--- src/logic/itrg_consts.svh ---
// constants for the interval timer readout and gate block
`ifndef ITRG_CONSTS_SVH
`define ITRG_CONSTS_SVH
`define ITRG_NUM_CH     3
`define ITRG_CTRL_ADDR  2'h3
`define ITRG_CW_SEL     7:6
`define ITRG_CW_RW      5:4
`define ITRG_CW_CFG     5:0
`define ITRG_RB_SEL     2'h3
`define ITRG_RB_CNT_N   5
`define ITRG_RB_STS_N   4
`define ITRG_RB_CH0     1
`define ITRG_RB_ZERO    0
`define ITRG_CFG_RST    6'h10
`define ITRG_UNMAP_RD   8'hFF
`define ITRG_STEP_ONE   16'h0001
`define ITRG_STEP_TWO   16'h0002
`endif

--- src/logic/itrg_pkg.sv ---
// types for the interval timer readout and gate block
package itrg_pkg;
   typedef enum logic [1:0] {
      ITRG_RW_LATCH,
      ITRG_RW_LSB,
      ITRG_RW_MSB,
      ITRG_RW_WORD
   } itrg_rw_e;

   // access_width_high/low, operating_mode_bit2..0, decimal select
   typedef struct packed {
      itrg_rw_e    rw;
      logic [2:0]  mode;
      logic        bcd;
   } itrg_cfg_s;

   typedef struct packed {
      logic [15:0] ce;
      logic [15:0] cr;
      logic [7:0]  lo;
      logic        wr_hi;
      logic        out;
      logic        null_cnt;
      logic        load_pend;
      logic        trig;
      logic        run;
      itrg_cfg_s   cfg;
   } itrg_core_s;

   // count_snapshot_latch and status snapshot of one channel
   typedef struct packed {
      logic        cnt_v;
      logic [15:0] cnt;
      logic        sts_v;
      logic [7:0]  sts;
      logic        rd_hi;
   } itrg_snap_s;

   typedef struct packed {
      logic [2:0]       cs_p;
      logic [2:0]       rd_p;
      logic [2:0]       wr_p;
      logic [2:0][1:0]  a_p;
      logic [2:0][7:0]  d_p;
      logic [2:0][2:0]  ck_p;
      logic [2:0][2:0]  gt_p;
      itrg_snap_s [2:0] snap;
      logic [7:0]       dout;
      logic             oe;
   } itrg_top_s;
endpackage : itrg_pkg

--- src/logic/itrg_chan.sv ---
// one channel: counting element, initial_value_holding, gate response
`timescale 1ns/100ps
`include "itrg_consts.svh"
module itrg_chan
   import itrg_pkg::*;
(
   // clock and reset
   input  wire logic        clk,
   input  wire logic        rst_b,
   // synchronised count clock edge and gate
   input  wire logic        tick,
   input  wire logic        gate,
   input  wire logic        gate_rise,
   // host writes
   input  wire logic        ctrl_wr,
   input  wire logic        data_wr,
   input  wire logic [7:0]  wdata,
   // channel state
   output logic [15:0]      ce,
   output logic             out,
   output logic             null_cnt,
   output itrg_cfg_s        cfg
);
   itrg_core_s  q;
   itrg_core_s  d;
   logic [2:0]  m;
   logic        done;
   logic        ld;
   logic        start;
   logic [15:0] nv;
   logic [15:0] ldv;

   always_comb
   begin
      d = q;
      m = q.cfg.mode[1] ? {1'b0, q.cfg.mode[1:0]} : q.cfg.mode;
      done = 1'b0;
      ld = 1'b0;
      nv = q.cr;
      ldv = (m == 3'h3) ? {q.cr[15:1], 1'b0} : q.cr;
      start = q.load_pend || (q.trig && q.run);
      if (gate_rise)
         d.trig = 1'b1;
      if ((m == 3'h2 || m == 3'h3) && !gate)
         d.out = 1'b1;
      if (tick)
      begin
         d.trig = gate_rise;
         case (m)
            3'h0:
               if (q.load_pend)
                  ld = 1'b1;
               else if (gate)
               begin
                  d.ce = q.ce - `ITRG_STEP_ONE;
                  if (q.ce == `ITRG_STEP_ONE)
                     d.out = 1'b1;
               end
            3'h4:
               if (q.load_pend)
                  ld = 1'b1;
               else
               begin
                  d.out = 1'b1;
                  if (gate && q.run)
                  begin
                     d.ce = q.ce - `ITRG_STEP_ONE;
                     if (q.ce == `ITRG_STEP_ONE)
                     begin
                        d.out = 1'b0;
                        d.run = 1'b0;
                     end
                  end
               end
            3'h1, 3'h5:
               if (q.trig)
               begin
                  ld = 1'b1;
                  d.out = (m == 3'h5);
               end
               else
               begin
                  if (m == 3'h5)
                     d.out = 1'b1;
                  if (q.run)
                  begin
                     d.ce = q.ce - `ITRG_STEP_ONE;
                     if (q.ce == `ITRG_STEP_ONE)
                     begin
                        d.run = 1'b0;
                        d.out = (m == 3'h1);
                     end
                  end
               end
            3'h2:
               if (gate && start)
               begin
                  ld = 1'b1;
                  d.out = 1'b1;
               end
               else if (gate && q.run)
               begin
                  d.ce = q.ce - `ITRG_STEP_ONE;
                  d.out = (q.ce != `ITRG_STEP_TWO);
                  if (q.ce <= `ITRG_STEP_ONE)
                     ld = 1'b1;
               end
            3'h3:
               if (gate && start)
               begin
                  ld = 1'b1;
                  d.out = 1'b1;
               end
               else if (gate && q.run)
               begin
                  if (q.ce <= `ITRG_STEP_TWO)
                  begin
                     ld = 1'b1;
                     d.out = ~q.out;
                  end
                  else
                     d.ce = q.ce - `ITRG_STEP_TWO;
               end
            default:
               ;
         endcase
      end
      if (ld)
      begin
         d.ce = ldv;
         d.run = 1'b1;
         d.load_pend = 1'b0;
         d.null_cnt = 1'b0;
      end
      if (data_wr)
         case (q.cfg.rw)
            ITRG_RW_LSB:
            begin
               nv = {8'h00, wdata};
               done = 1'b1;
            end
            ITRG_RW_MSB:
            begin
               nv = {wdata, 8'h00};
               done = 1'b1;
            end
            ITRG_RW_WORD:
               if (!q.wr_hi)
               begin
                  d.lo = wdata;
                  d.wr_hi = 1'b1;
               end
               else
               begin
                  nv = {wdata, q.lo};
                  d.wr_hi = 1'b0;
                  done = 1'b1;
               end
            default:
               ;
         endcase
      // a write landing on a load keeps the flag set
      if (done)
      begin
         d.cr = nv;
         d.null_cnt = 1'b1;
         if (m == 3'h0 || m == 3'h4 || !q.run)
            d.load_pend = 1'b1;
         if (m == 3'h0)
            d.out = 1'b0;
      end
      if (ctrl_wr)
      begin
         d.cfg = itrg_cfg_s'(wdata[`ITRG_CW_CFG]);
         d.wr_hi = 1'b0;
         d.run = 1'b0;
         d.load_pend = 1'b0;
         d.trig = 1'b0;
         d.null_cnt = 1'b1;
         d.out = (d.cfg.mode != 3'h0);
      end
   end

   always_ff @(posedge clk or negedge rst_b)
      if (!rst_b)
      begin
         q <= '0;
         q.out <= 1'b1;
         q.cfg <= itrg_cfg_s'(`ITRG_CFG_RST);
      end
      else
         q <= d;

   assign ce = q.ce;
   assign out = q.out;
   assign null_cnt = q.null_cnt;
   assign cfg = q.cfg;
endmodule : itrg_chan

--- src/logic/itrg_top.sv ---
// interval timer readout and gate block: host port, snapshots, channels
`timescale 1ns/100ps
`include "itrg_consts.svh"
module itrg_top
   import itrg_pkg::*;
(
   // clock and reset
   input  wire logic       CLOCK,
   input  wire logic       RST_B,
   // host byte port
   input  wire logic       CS_B,
   input  wire logic       RD_B,
   input  wire logic       WR_B,
   input  wire logic [1:0] ADDR,
   input  wire logic [7:0] DATA_IN,
   output logic [7:0]      DATA_OUT,
   output logic            DATA_OE,
   // timer pins
   input  wire logic [2:0] CNT_CLK,
   input  wire logic [2:0] GATE,
   output logic [2:0]      TMR_OUT
);
   itrg_top_s        q;
   itrg_top_s        d;
   logic             wr_ev;
   logic             rd_ev;
   logic             cw;
   logic             rb;
   logic [7:0]       cmd;
   logic [1:0]       adr;
   itrg_snap_s       s;
   logic [15:0]      src;
   logic [7:0]       rv;
   logic [2:0]       lat_w;
   logic [2:0]       ctl_w;
   logic [2:0]       rbc_w;
   logic [2:0]       rbs_w;
   logic [2:0]       dwr_w;
   logic [2:0]       rd_w;
   logic [2:0]       tick_w;
   logic [2:0]       grise_w;
   logic [2:0]       out_w;
   logic [2:0]       null_w;
   logic [2:0][15:0] ce_w;
   logic [2:0][7:0]  sts_w;
   itrg_cfg_s [2:0]  cfg_w;

   always_comb
   begin
      d = q;
      d.cs_p = {q.cs_p[1:0], CS_B};
      d.rd_p = {q.rd_p[1:0], RD_B};
      d.wr_p = {q.wr_p[1:0], WR_B};
      d.a_p = {q.a_p[1:0], ADDR};
      d.d_p = {q.d_p[1:0], DATA_IN};
      d.ck_p = {q.ck_p[1:0], CNT_CLK};
      d.gt_p = {q.gt_p[1:0], GATE};
      // strobes act on their trailing edge
      wr_ev = !q.cs_p[2] && q.wr_p[1] && !q.wr_p[2];
      rd_ev = !q.cs_p[2] && q.rd_p[1] && !q.rd_p[2];
      cmd = q.d_p[2];
      adr = q.a_p[2];
      cw = wr_ev && adr == `ITRG_CTRL_ADDR;
      rb = 1'b0;
      for (int i = 0; i < `ITRG_NUM_CH; i++)
      begin
         lat_w[i] = cw && cmd[`ITRG_CW_SEL] == 2'(i) &&
                    cmd[`ITRG_CW_RW] == ITRG_RW_LATCH;
         ctl_w[i] = cw && cmd[`ITRG_CW_SEL] == 2'(i) &&
                    cmd[`ITRG_CW_RW] != ITRG_RW_LATCH;
         rb = cw && cmd[`ITRG_CW_SEL] == `ITRG_RB_SEL &&
              !cmd[`ITRG_RB_ZERO] && cmd[`ITRG_RB_CH0 + i];
         rbc_w[i] = rb && !cmd[`ITRG_RB_CNT_N];
         rbs_w[i] = rb && !cmd[`ITRG_RB_STS_N];
         dwr_w[i] = wr_ev && adr == 2'(i);
         rd_w[i] = rd_ev && adr == 2'(i);
         tick_w[i] = q.ck_p[2][i] && !q.ck_p[1][i];
         grise_w[i] = q.gt_p[1][i] && !q.gt_p[2][i];
         if (rd_w[i])
         begin
            if (q.snap[i].sts_v)
               d.snap[i].sts_v = 1'b0;
            else if (q.snap[i].cnt_v)
            begin
               if (cfg_w[i].rw == ITRG_RW_WORD && !q.snap[i].rd_hi)
                  d.snap[i].rd_hi = 1'b1;
               else
               begin
                  d.snap[i].cnt_v = 1'b0;
                  d.snap[i].rd_hi = 1'b0;
               end
            end
            else if (cfg_w[i].rw == ITRG_RW_WORD)
               d.snap[i].rd_hi = ~q.snap[i].rd_hi;
         end
         if ((lat_w[i] || rbc_w[i]) && !q.snap[i].cnt_v)
         begin
            d.snap[i].cnt_v = 1'b1;
            d.snap[i].cnt = ce_w[i];
         end
         if (rbs_w[i] && !q.snap[i].sts_v)
         begin
            d.snap[i].sts_v = 1'b1;
            d.snap[i].sts = sts_w[i];
         end
         if (ctl_w[i])
         begin
            d.snap[i].cnt_v = 1'b0;
            d.snap[i].sts_v = 1'b0;
            d.snap[i].rd_hi = 1'b0;
         end
      end
      // byte for the addressed channel; count writes never touch this path
      s = q.snap[0];
      src = ce_w[0];
      rv = `ITRG_UNMAP_RD;
      if (adr != `ITRG_CTRL_ADDR)
      begin
         s = q.snap[adr];
         src = s.cnt_v ? s.cnt : ce_w[adr];
         case (cfg_w[adr].rw)
            ITRG_RW_LSB:
               rv = src[7:0];
            ITRG_RW_MSB:
               rv = src[15:8];
            ITRG_RW_WORD:
               rv = s.rd_hi ? src[15:8] : src[7:0];
            default:
               rv = src[7:0];
         endcase
         if (s.sts_v)
            rv = s.sts;
      end
      d.dout = rv;
      d.oe = !q.cs_p[2] && !q.rd_p[2];
   end

   always_ff @(posedge CLOCK or negedge RST_B)
      if (!RST_B)
      begin
         q <= '0;
         q.cs_p <= '1;
         q.rd_p <= '1;
         q.wr_p <= '1;
         // gate pipe preset high: no false rising edge after reset
         q.gt_p <= '1;
      end
      else
         q <= d;

   assign DATA_OUT = q.dout;
   assign DATA_OE = q.oe;
   assign TMR_OUT = out_w;

   for (genvar g = 0; g < `ITRG_NUM_CH; g++)
   begin : g_ch
      localparam int NX = (g == 2) ? 0 : g + 1;
      itrg_chan u_chan (
         .clk       (CLOCK),
         .rst_b     (RST_B),
         .tick      (tick_w[g]),
         .gate      (q.gt_p[1][g]),
         .gate_rise (grise_w[g]),
         .ctrl_wr   (ctl_w[g]),
         .data_wr   (dwr_w[g]),
         .wdata     (cmd),
         .ce        (ce_w[g]),
         .out       (out_w[g]),
         .null_cnt  (null_w[g]),
         .cfg       (cfg_w[g])
      );
      assign sts_w[g] = {out_w[g], null_w[g], cfg_w[g]};

   end
endmodule : itrg_top

--- config.mk ---
export PLATFORM = sky130hd
export DESIGN_NAME = itrg_top
export DESIGN_NICKNAME = d
export VERILOG_FILES = /design/src/logic/itrg_pkg.sv /design/src/logic/itrg_chan.sv /design/src/logic/itrg_top.sv
export VERILOG_INCLUDE_DIRS = /design/src /design/src/logic
export SDC_FILE = /design/constraint.sdc
export NUM_CORES = 1
export LEC_CHECK = 0
export BUFFER_PORTS_ARGS = -buffer_cell sky130_fd_sc_hd__buf_2
export CORE_MARGIN = 2
export CORE_UTILIZATION = 65
export CTS_BUF_LIST = sky130_fd_sc_hd__clkbuf_8
export CTS_CLUSTER_DIAMETER = 120
export CTS_CLUSTER_SIZE = 16
export DETAILED_ROUTE_END_ITERATION = 16
export PLACE_DENSITY = 0.82
export SLEW_MARGIN = 20
export SYNTH_ARGS = -nofsm -noshare
export SYNTH_HDL_FRONTEND = slang
export SYNTH_HIERARCHICAL = 1
export SYNTH_SLANG_ARGS = --single-unit
--- constraint.sdc ---
create_clock -name CLOCK -period 8.1 [get_ports CLOCK]
set_input_delay 0 -clock CLOCK [delete_from_list [all_inputs] [get_ports CLOCK]]
set_output_delay 0 -clock CLOCK [all_outputs]
set_load 0.05 [all_outputs]
Word level (Yosys, flattened, before mapping)
Cells that the tools add are included.
- word-level logic and storage cells: 603
- output and inout port bits: 12
- bits in registers: 303
- $add $sub $neg: 6
- muxes and demuxes: 248
- bitwise logic cells: 9
- order comparisons: 7
- reductions and logical operators: 178
- equal/unequal tests: 87
- operator list (operator ; number):
    16-bit two-way mux ; 41
    16-bit one-hot mux with 5 select lines ; 3
    1-bit two-way mux ; 159
    16-bit one-hot mux with 3 select lines ; 3
    3-bit nonzero test ; 22
    1-bit logical AND ; 59
    27-bit binary-select mux with 2-bit select ; 1
    17-bit two-way mux ; 3
    16-bit by 1-bit == test with 1-bit output (second input constant) ; 3
    16-bit by 1-bit <= comparator with 1-bit output (second input constant) ; 3
    16-bit by 2-bit <= comparator with 1-bit output (second input constant) ; 3
    16-bit by 2-bit inequality test with 1-bit output (second input constant) ; 3
    16-bit by 1-bit subtractor with 16-bit output (second input constant) ; 3
    16-bit by 2-bit subtractor with 16-bit output (second input constant) ; 3
    3-bit by 2-bit inequality test with 1-bit output (second input constant) ; 15
    12-bit two-way mux ; 3
    11-bit AND reduction ; 3
    16-bit binary-select mux with 2-bit select ; 1
    1-bit logical NOT ; 27
    27-bit two-way mux ; 1
    9-bit two-way mux ; 3
    3-bit inequality test (second input constant) ; 9
    2-bit nonzero test ; 13
    2-bit == test (second input constant) ; 12
    30 further kinds ; 139

Longest topological paths before layout
- depth in word-level cells: 14
- gate-level depth with buffers: 11
- mapped depth without buffers: 8

Modules after synthesis
The synthesis kept the hierarchy.
- modules (own cells, without submodules) (module ; instances ; cells an instance ; area an instance (um2)):
    itrg_chan at g_ch[0].u_chan ... ; 2 ; 340 ; 3225.6
    itrg_top ; 1 ; 503 ; 6307.3
    itrg_chan at g_ch[2].u_chan ; 1 ; 358 ; 3233.1

Least setup slack after synthesis
No wires, ideal clock.
- kind: register to register
- start: register q, in the netlist adr[1]
- end: register g_ch[2].u_chan/q[33] (netlist name)
- data required time: 8.033 ns
- setup slack: 5.175 ns
- period minus slack after synthesis: 2.925 ns
- stages on the path, launching flop included: 12
- path buffers: 6
- data arrival time: 2.859 ns
- library setup time: 0.067 ns
- path through: dfrtp_1 -> clkbuf_1 -> clkbuf_1 -> buf_1 -> clkbuf_1 -> and3_1 -> nor3b_1 -> and2_1 -> clkbuf_1 -> clkbuf_1 -> nand3_1 -> nand2_1
- word-level cells in the longest chain between the ends: 4
- ends and longest elaborated chain (what ; RTL line ; text):
    from (decl) ; itrg_top.sv:23 ; itrg_top_s q;
    2-bit == test (*) ; itrg_top.sv:75 ; dwr_w[i] = wr_ev && adr == 2'(i);
    1-bit logical AND (*) ; itrg_top.sv:75 ;
    named net dwr_w[2] ; itrg_top.sv:38 ; logic [2:0] dwr_w;
    1-bit two-way mux ; itrg_chan.sv:135 ; if (data_wr)
    4-bit AND reduction (no source line) (*) ; -- ;
    to (decl) ; itrg_chan.sv:24 ; itrg_core_s q;
Mark *: on every way through the listed nets, which the timed path passes. The rest lies on a longest branch.
A chain may end at the register's enable or synchronous reset.

Worst setup path in the final report
- start: register g_ch[2].u_chan.q, in the netlist g_ch[2].u_chan/ce[1]
- end: register g_ch[2].u_chan.q, in the netlist g_ch[2].u_chan/ce[0]
- word-level cells in the longest chain between the ends: 8
- ends and longest elaborated chain (what ; RTL line ; text):
    16-bit by 2-bit <= comparator with 1-bit output (no source line) / 16-bit by 1-bit <= comparator with 1-bit output (equally long branches) ; -- ;
    1-bit two-way mux, on equally long branches ; itrg_chan.sv:116, itrg_chan.sv:105 ;
    1-bit two-way mux, on equally long branches ; itrg_chan.sv:114, itrg_chan.sv:101 ;
    1-bit two-way mux, on equally long branches ; itrg_chan.sv:109, itrg_chan.sv:96 ;
    1-bit one-hot mux with 4 select lines ; itrg_chan.sv:49 ; case (m)
    1-bit two-way mux ; itrg_chan.sv:46 ; if (tick)
    3-bit by 2-bit inequality test with 1-bit output (no source line), or another cell as far along ; -- ;
    11-bit AND reduction (no source line) ; -- ;
Parallel ways exist; a longest one is shown, timed or not.

==> impl_metrics.env <==
export IMPL_status="finished clean"
export IMPL_critPathBufInv=1
export IMPL_portBuffers=32
export IMPL_drtAntennaViolNets=0
export IMPL_yosysWarnings=6
export IMPL_synth_distinct_cells=89
export IMPL_dieArea_sq_um=25900
export IMPL_p_clk_share_pct=19.6
export IMPL_crit_fanout=18
export IMPL_path_class="reg2reg"
export IMPL_dp_hpwl_mm=25.5
export IMPL_path_common_cell="a211oi_1"
export IMPL_worstPathRequired_ps=8610
export IMPL_switching_share_pct=38.0
export IMPL_setup_violations=0
export IMPL_period_share_pct=37.6
export IMPL_async_flop_share_pct=100
export IMPL_timing_rr_start="g_ch[2].u_chan/ce[1]$_DFFE_PN0P_"
export IMPL_cpPeakStageDelay_ps=680
export IMPL_grt_first_pass_wirelength_mm=60.7
export IMPL_drt_first_pass_iters=8
export IMPL_syn_area_sq_um=16000
export IMPL_synthCells=1541
export IMPL_grt_usage_pct=29.2
export IMPL_path_cells="inv_1 -> ha_1 -> a211oi_1 -> a211oi_1 -> a31oi_2 -> or2_1 -> mux2i_1"
export IMPL_cts_root_buf="clkbuf_8"
export IMPL_fin_nets=1519
export IMPL_powerDensity_nw_per_um2=234
export IMPL_die_y_um=161
export IMPL_place_gp_congestion=0.927
export IMPL_place_ws_ps=5140
export IMPL_cp_data_arrival_time_ps=3560
export IMPL_first_iter_violations=1090
export IMPL_drc=0
export IMPL_coreArea_sq_um=24200
export IMPL_total_power_mw=3.82
export IMPL_max_slew_margin_rel_pct=26.5
export IMPL_wl_per_cell_um=20.7
export IMPL_synth_flop_cell="dfrtp_1"
export IMPL_syn_avg_cell_area_sq_um=10.4
export IMPL_p_comb_share_pct=25.9
export IMPL_tightest_slew_ps=1100
export IMPL_cts_repair_resized=0
export IMPL_final_cell_mix="278 x dfrtp_1, 137 x nand2_1, 114 x nor2_1"
export IMPL_p_leak_nw=7.41
export IMPL_hold_path_class="in2async"
export IMPL_drv_slew=0
export IMPL_final_area_sq_um=16400
export IMPL_crit_path_start_kind="register"
export IMPL_clock_latency_ps=590
export IMPL_critPathSlowestCell="or2_1"
export IMPL_wl_mm=37.4
export IMPL_r2r_cells=7
export IMPL_first_global_vias=11400
export IMPL_start_util_pct=65.9
export IMPL_rows=57
export IMPL_fmax_mhz=328
export IMPL_antenna_found_initial=0
export IMPL_ys_seq_area_share_pct=47.6
export IMPL_worstSetupEndpointType="register"
export IMPL_pwr_share_seq_pct=54.6
export IMPL_drive_above_1_share_pct=17.1
export IMPL_grt_max_degree=195
export IMPL_r2r_slack_ps=5060
export IMPL_finClkSkew_ps=32.2
export IMPL_cts_max_level=1
export IMPL_fin_crit_ps=3040
export IMPL_vias=12000
export IMPL_clk_path_buf_depth=3
export IMPL_cap_viol_max_count=0
export IMPL_cts_made_buffers=22
export IMPL_cts_tree="yes"
export IMPL_viasPerCell=6.61
export IMPL_final_setup_worst_slack_ps=5060
export IMPL_clk_pin_slew_worst_paths_ps=120
export IMPL_place_area_sq_um=15800
export IMPL_rsz0062_at_grt="false"
export IMPL_rr_endpoint="g_ch[2].u_chan/ce[0]$_DFFE_PN0P_"
export IMPL_postCtsSetupRepairBufs=0
export IMPL_grt_overflow=0
export IMPL_syn_num_nets=1589
export IMPL_die_x_um=161
export IMPL_ioPinCount=33
export IMPL_intPower_mw=2.37
export IMPL_ys_ff_latch=303
export IMPL_power_switching_mw=1.45
export IMPL_area_growth_pct=2.36
export IMPL_fillers=1834
export IMPL_worst_ir_drop_vdd_mv=0.177
export IMPL_cts_sinks=303
export IMPL_synth_edf_count=0
export IMPL_layout_commonest_cell="dfrtp_1"
export IMPL_fin_hold_ws_ps=10.6
export IMPL_finalHoldViolations=0
export IMPL_finalSetupTns_ps=0
export IMPL_critPathTopFamily="compound AO/OA/AOI/OAI gates"
-- metal layers --
layer | track usage [%] | vias to the layer above | part of all wire (%)
met3 | 3.72 | 86 | 7.5
met2 | 45.7 | 524 | 46
met5 | 0 | - | 0
met1 | 43.0 | 5967 | 43
li1 | - | 5408 | -
met4 | 9.01 | 0 | 3.1
-- state kept, by name, indices dropped and copies added, names as in the netlist --
signal and cells:
DATA_OE 1, DATA_OUT 8, adr 2, cmd 8, d 38, g_ch.u_chan/ce 48
g_ch.u_chan/cfg 18, g_ch.u_chan/null_cnt 3, g_ch.u_chan/out 3, g_ch.u_chan/q 84, q 90
-- worst max-delay path by stage --
| stage | startpoint | end | slack [ps] | depth (start not counted) |
|---|---|---|---|---|
| floorplan | adr[1]$_DFF_PN0_ | g_ch[2].u_chan/q[33]$_DFFE_PN0P_ | 5170 | 11 |
| global placement | g_ch[2].u_chan/ce[1]$_DFFE_PN0P_ | g_ch[2].u_chan/ce[0]$_DFFE_PN0P_ | 5170 | 7 |
| detailed placement | g_ch[2].u_chan/ce[1]$_DFFE_PN0P_ | g_ch[2].u_chan/ce[5]$_DFFE_PN0P_ | 5140 | 7 |
| CTS | g_ch[2].u_chan/ce[1]$_DFFE_PN0P_ | g_ch[2].u_chan/ce[6]$_DFFE_PN0P_ | 5100 | 7 |
| global route | g_ch[2].u_chan/ce[1]$_DFFE_PN0P_ | g_ch[2].u_chan/ce[0]$_DFFE_PN0P_ | 4800 | 7 |
| finish | g_ch[2].u_chan/ce[1]$_DFFE_PN0P_ | g_ch[2].u_chan/ce[0]$_DFFE_PN0P_ | 5060 | 7 |
-- logic make-up (layout without fill, tap and decap cells) --
family / count (synthesis) / in the layout / synth area share (%)
fa+ha+maj: 27 / 27 / 2.11
xor+xnor: 4 / 4 / 0.219
buf+inv: 199 / 145 / 6.91
compound gates: 359 / 359 / 15.8
mux: 183 / 183 / 12.4
flops: 303 / 303 / 47.6
other cells: 0 / 1 / 0
simple gates: 466 / 466 / 15.0
-- repair_timing --
item                                   in CTS  in global routing
endpoints found under the hold margin     128                  0
setup endpoints to repair                   0                  0
hold buffers                               20                  0
-- power groups by stage --
stage	Combinational [mW]	Clock, mW	Sequential (mW)
floorplan	0.979	0	1.93
global placement	0.929	0	2.09
detailed placement	0.960	0	2.10
CTS	0.973	0.762	2.07
global route	1.09	0.823	2.12
finish	0.988	0.748	2.09
-- layout make-up --
type,count,area [sq um],share of cell area (%)
clock buffers,22,303,1.85
diodes,1,2.50,0.0153
multi-input cells,1039,7320,44.7
flip-flops and latches,303,7610,46.5
clock inverters,18,80.1,0.489
well taps,324,405,2.48
repair buffers,63,489,2.99
inverters,42,158,0.963
-- synthesized netlist by cell type (13+ instances only) --
| master | number | area share, % |
|---|---|---|
| buf_2 | 16 | 0.50 |
| nand3_1 | 47 | 1.5 |
| mux2i_1 | 74 | 4.6 |
| a31oi_1 | 25 | 0.98 |
| nor2b_1 | 19 | 0.74 |
| dfstp_2 | 24 | 3.9 |
| clkbuf_1 | 54 | 1.3 |
| a221oi_1 | 24 | 1.3 |
| o31ai_1 | 18 | 0.85 |
| or3_1 | 13 | 0.51 |
| inv_1 | 42 | 0.99 |
| nor2_1 | 114 | 2.7 |
| mux2_2 | 107 | 7.5 |
| o2bb2ai_1 | 17 | 0.93 |
| dfrtp_1 | 279 | 44 |
| nor3_1 | 34 | 1.1 |
| buf_4 | 76 | 3.6 |
| nand2_1 | 137 | 3.2 |
| ha_1 | 27 | 2.1 |
| o21ai_0 | 87 | 2.7 |
| a21oi_1 | 68 | 2.1 |
-- stage by stage --
stage               instances  util (%)
finish                   1812      67.5
global route             1811      67.5
CTS                      1810      67.4
detailed placement       1750      65.0
global placement         1749      64.9
floorplan                1541         -
(Power assumes the default switching activity.)
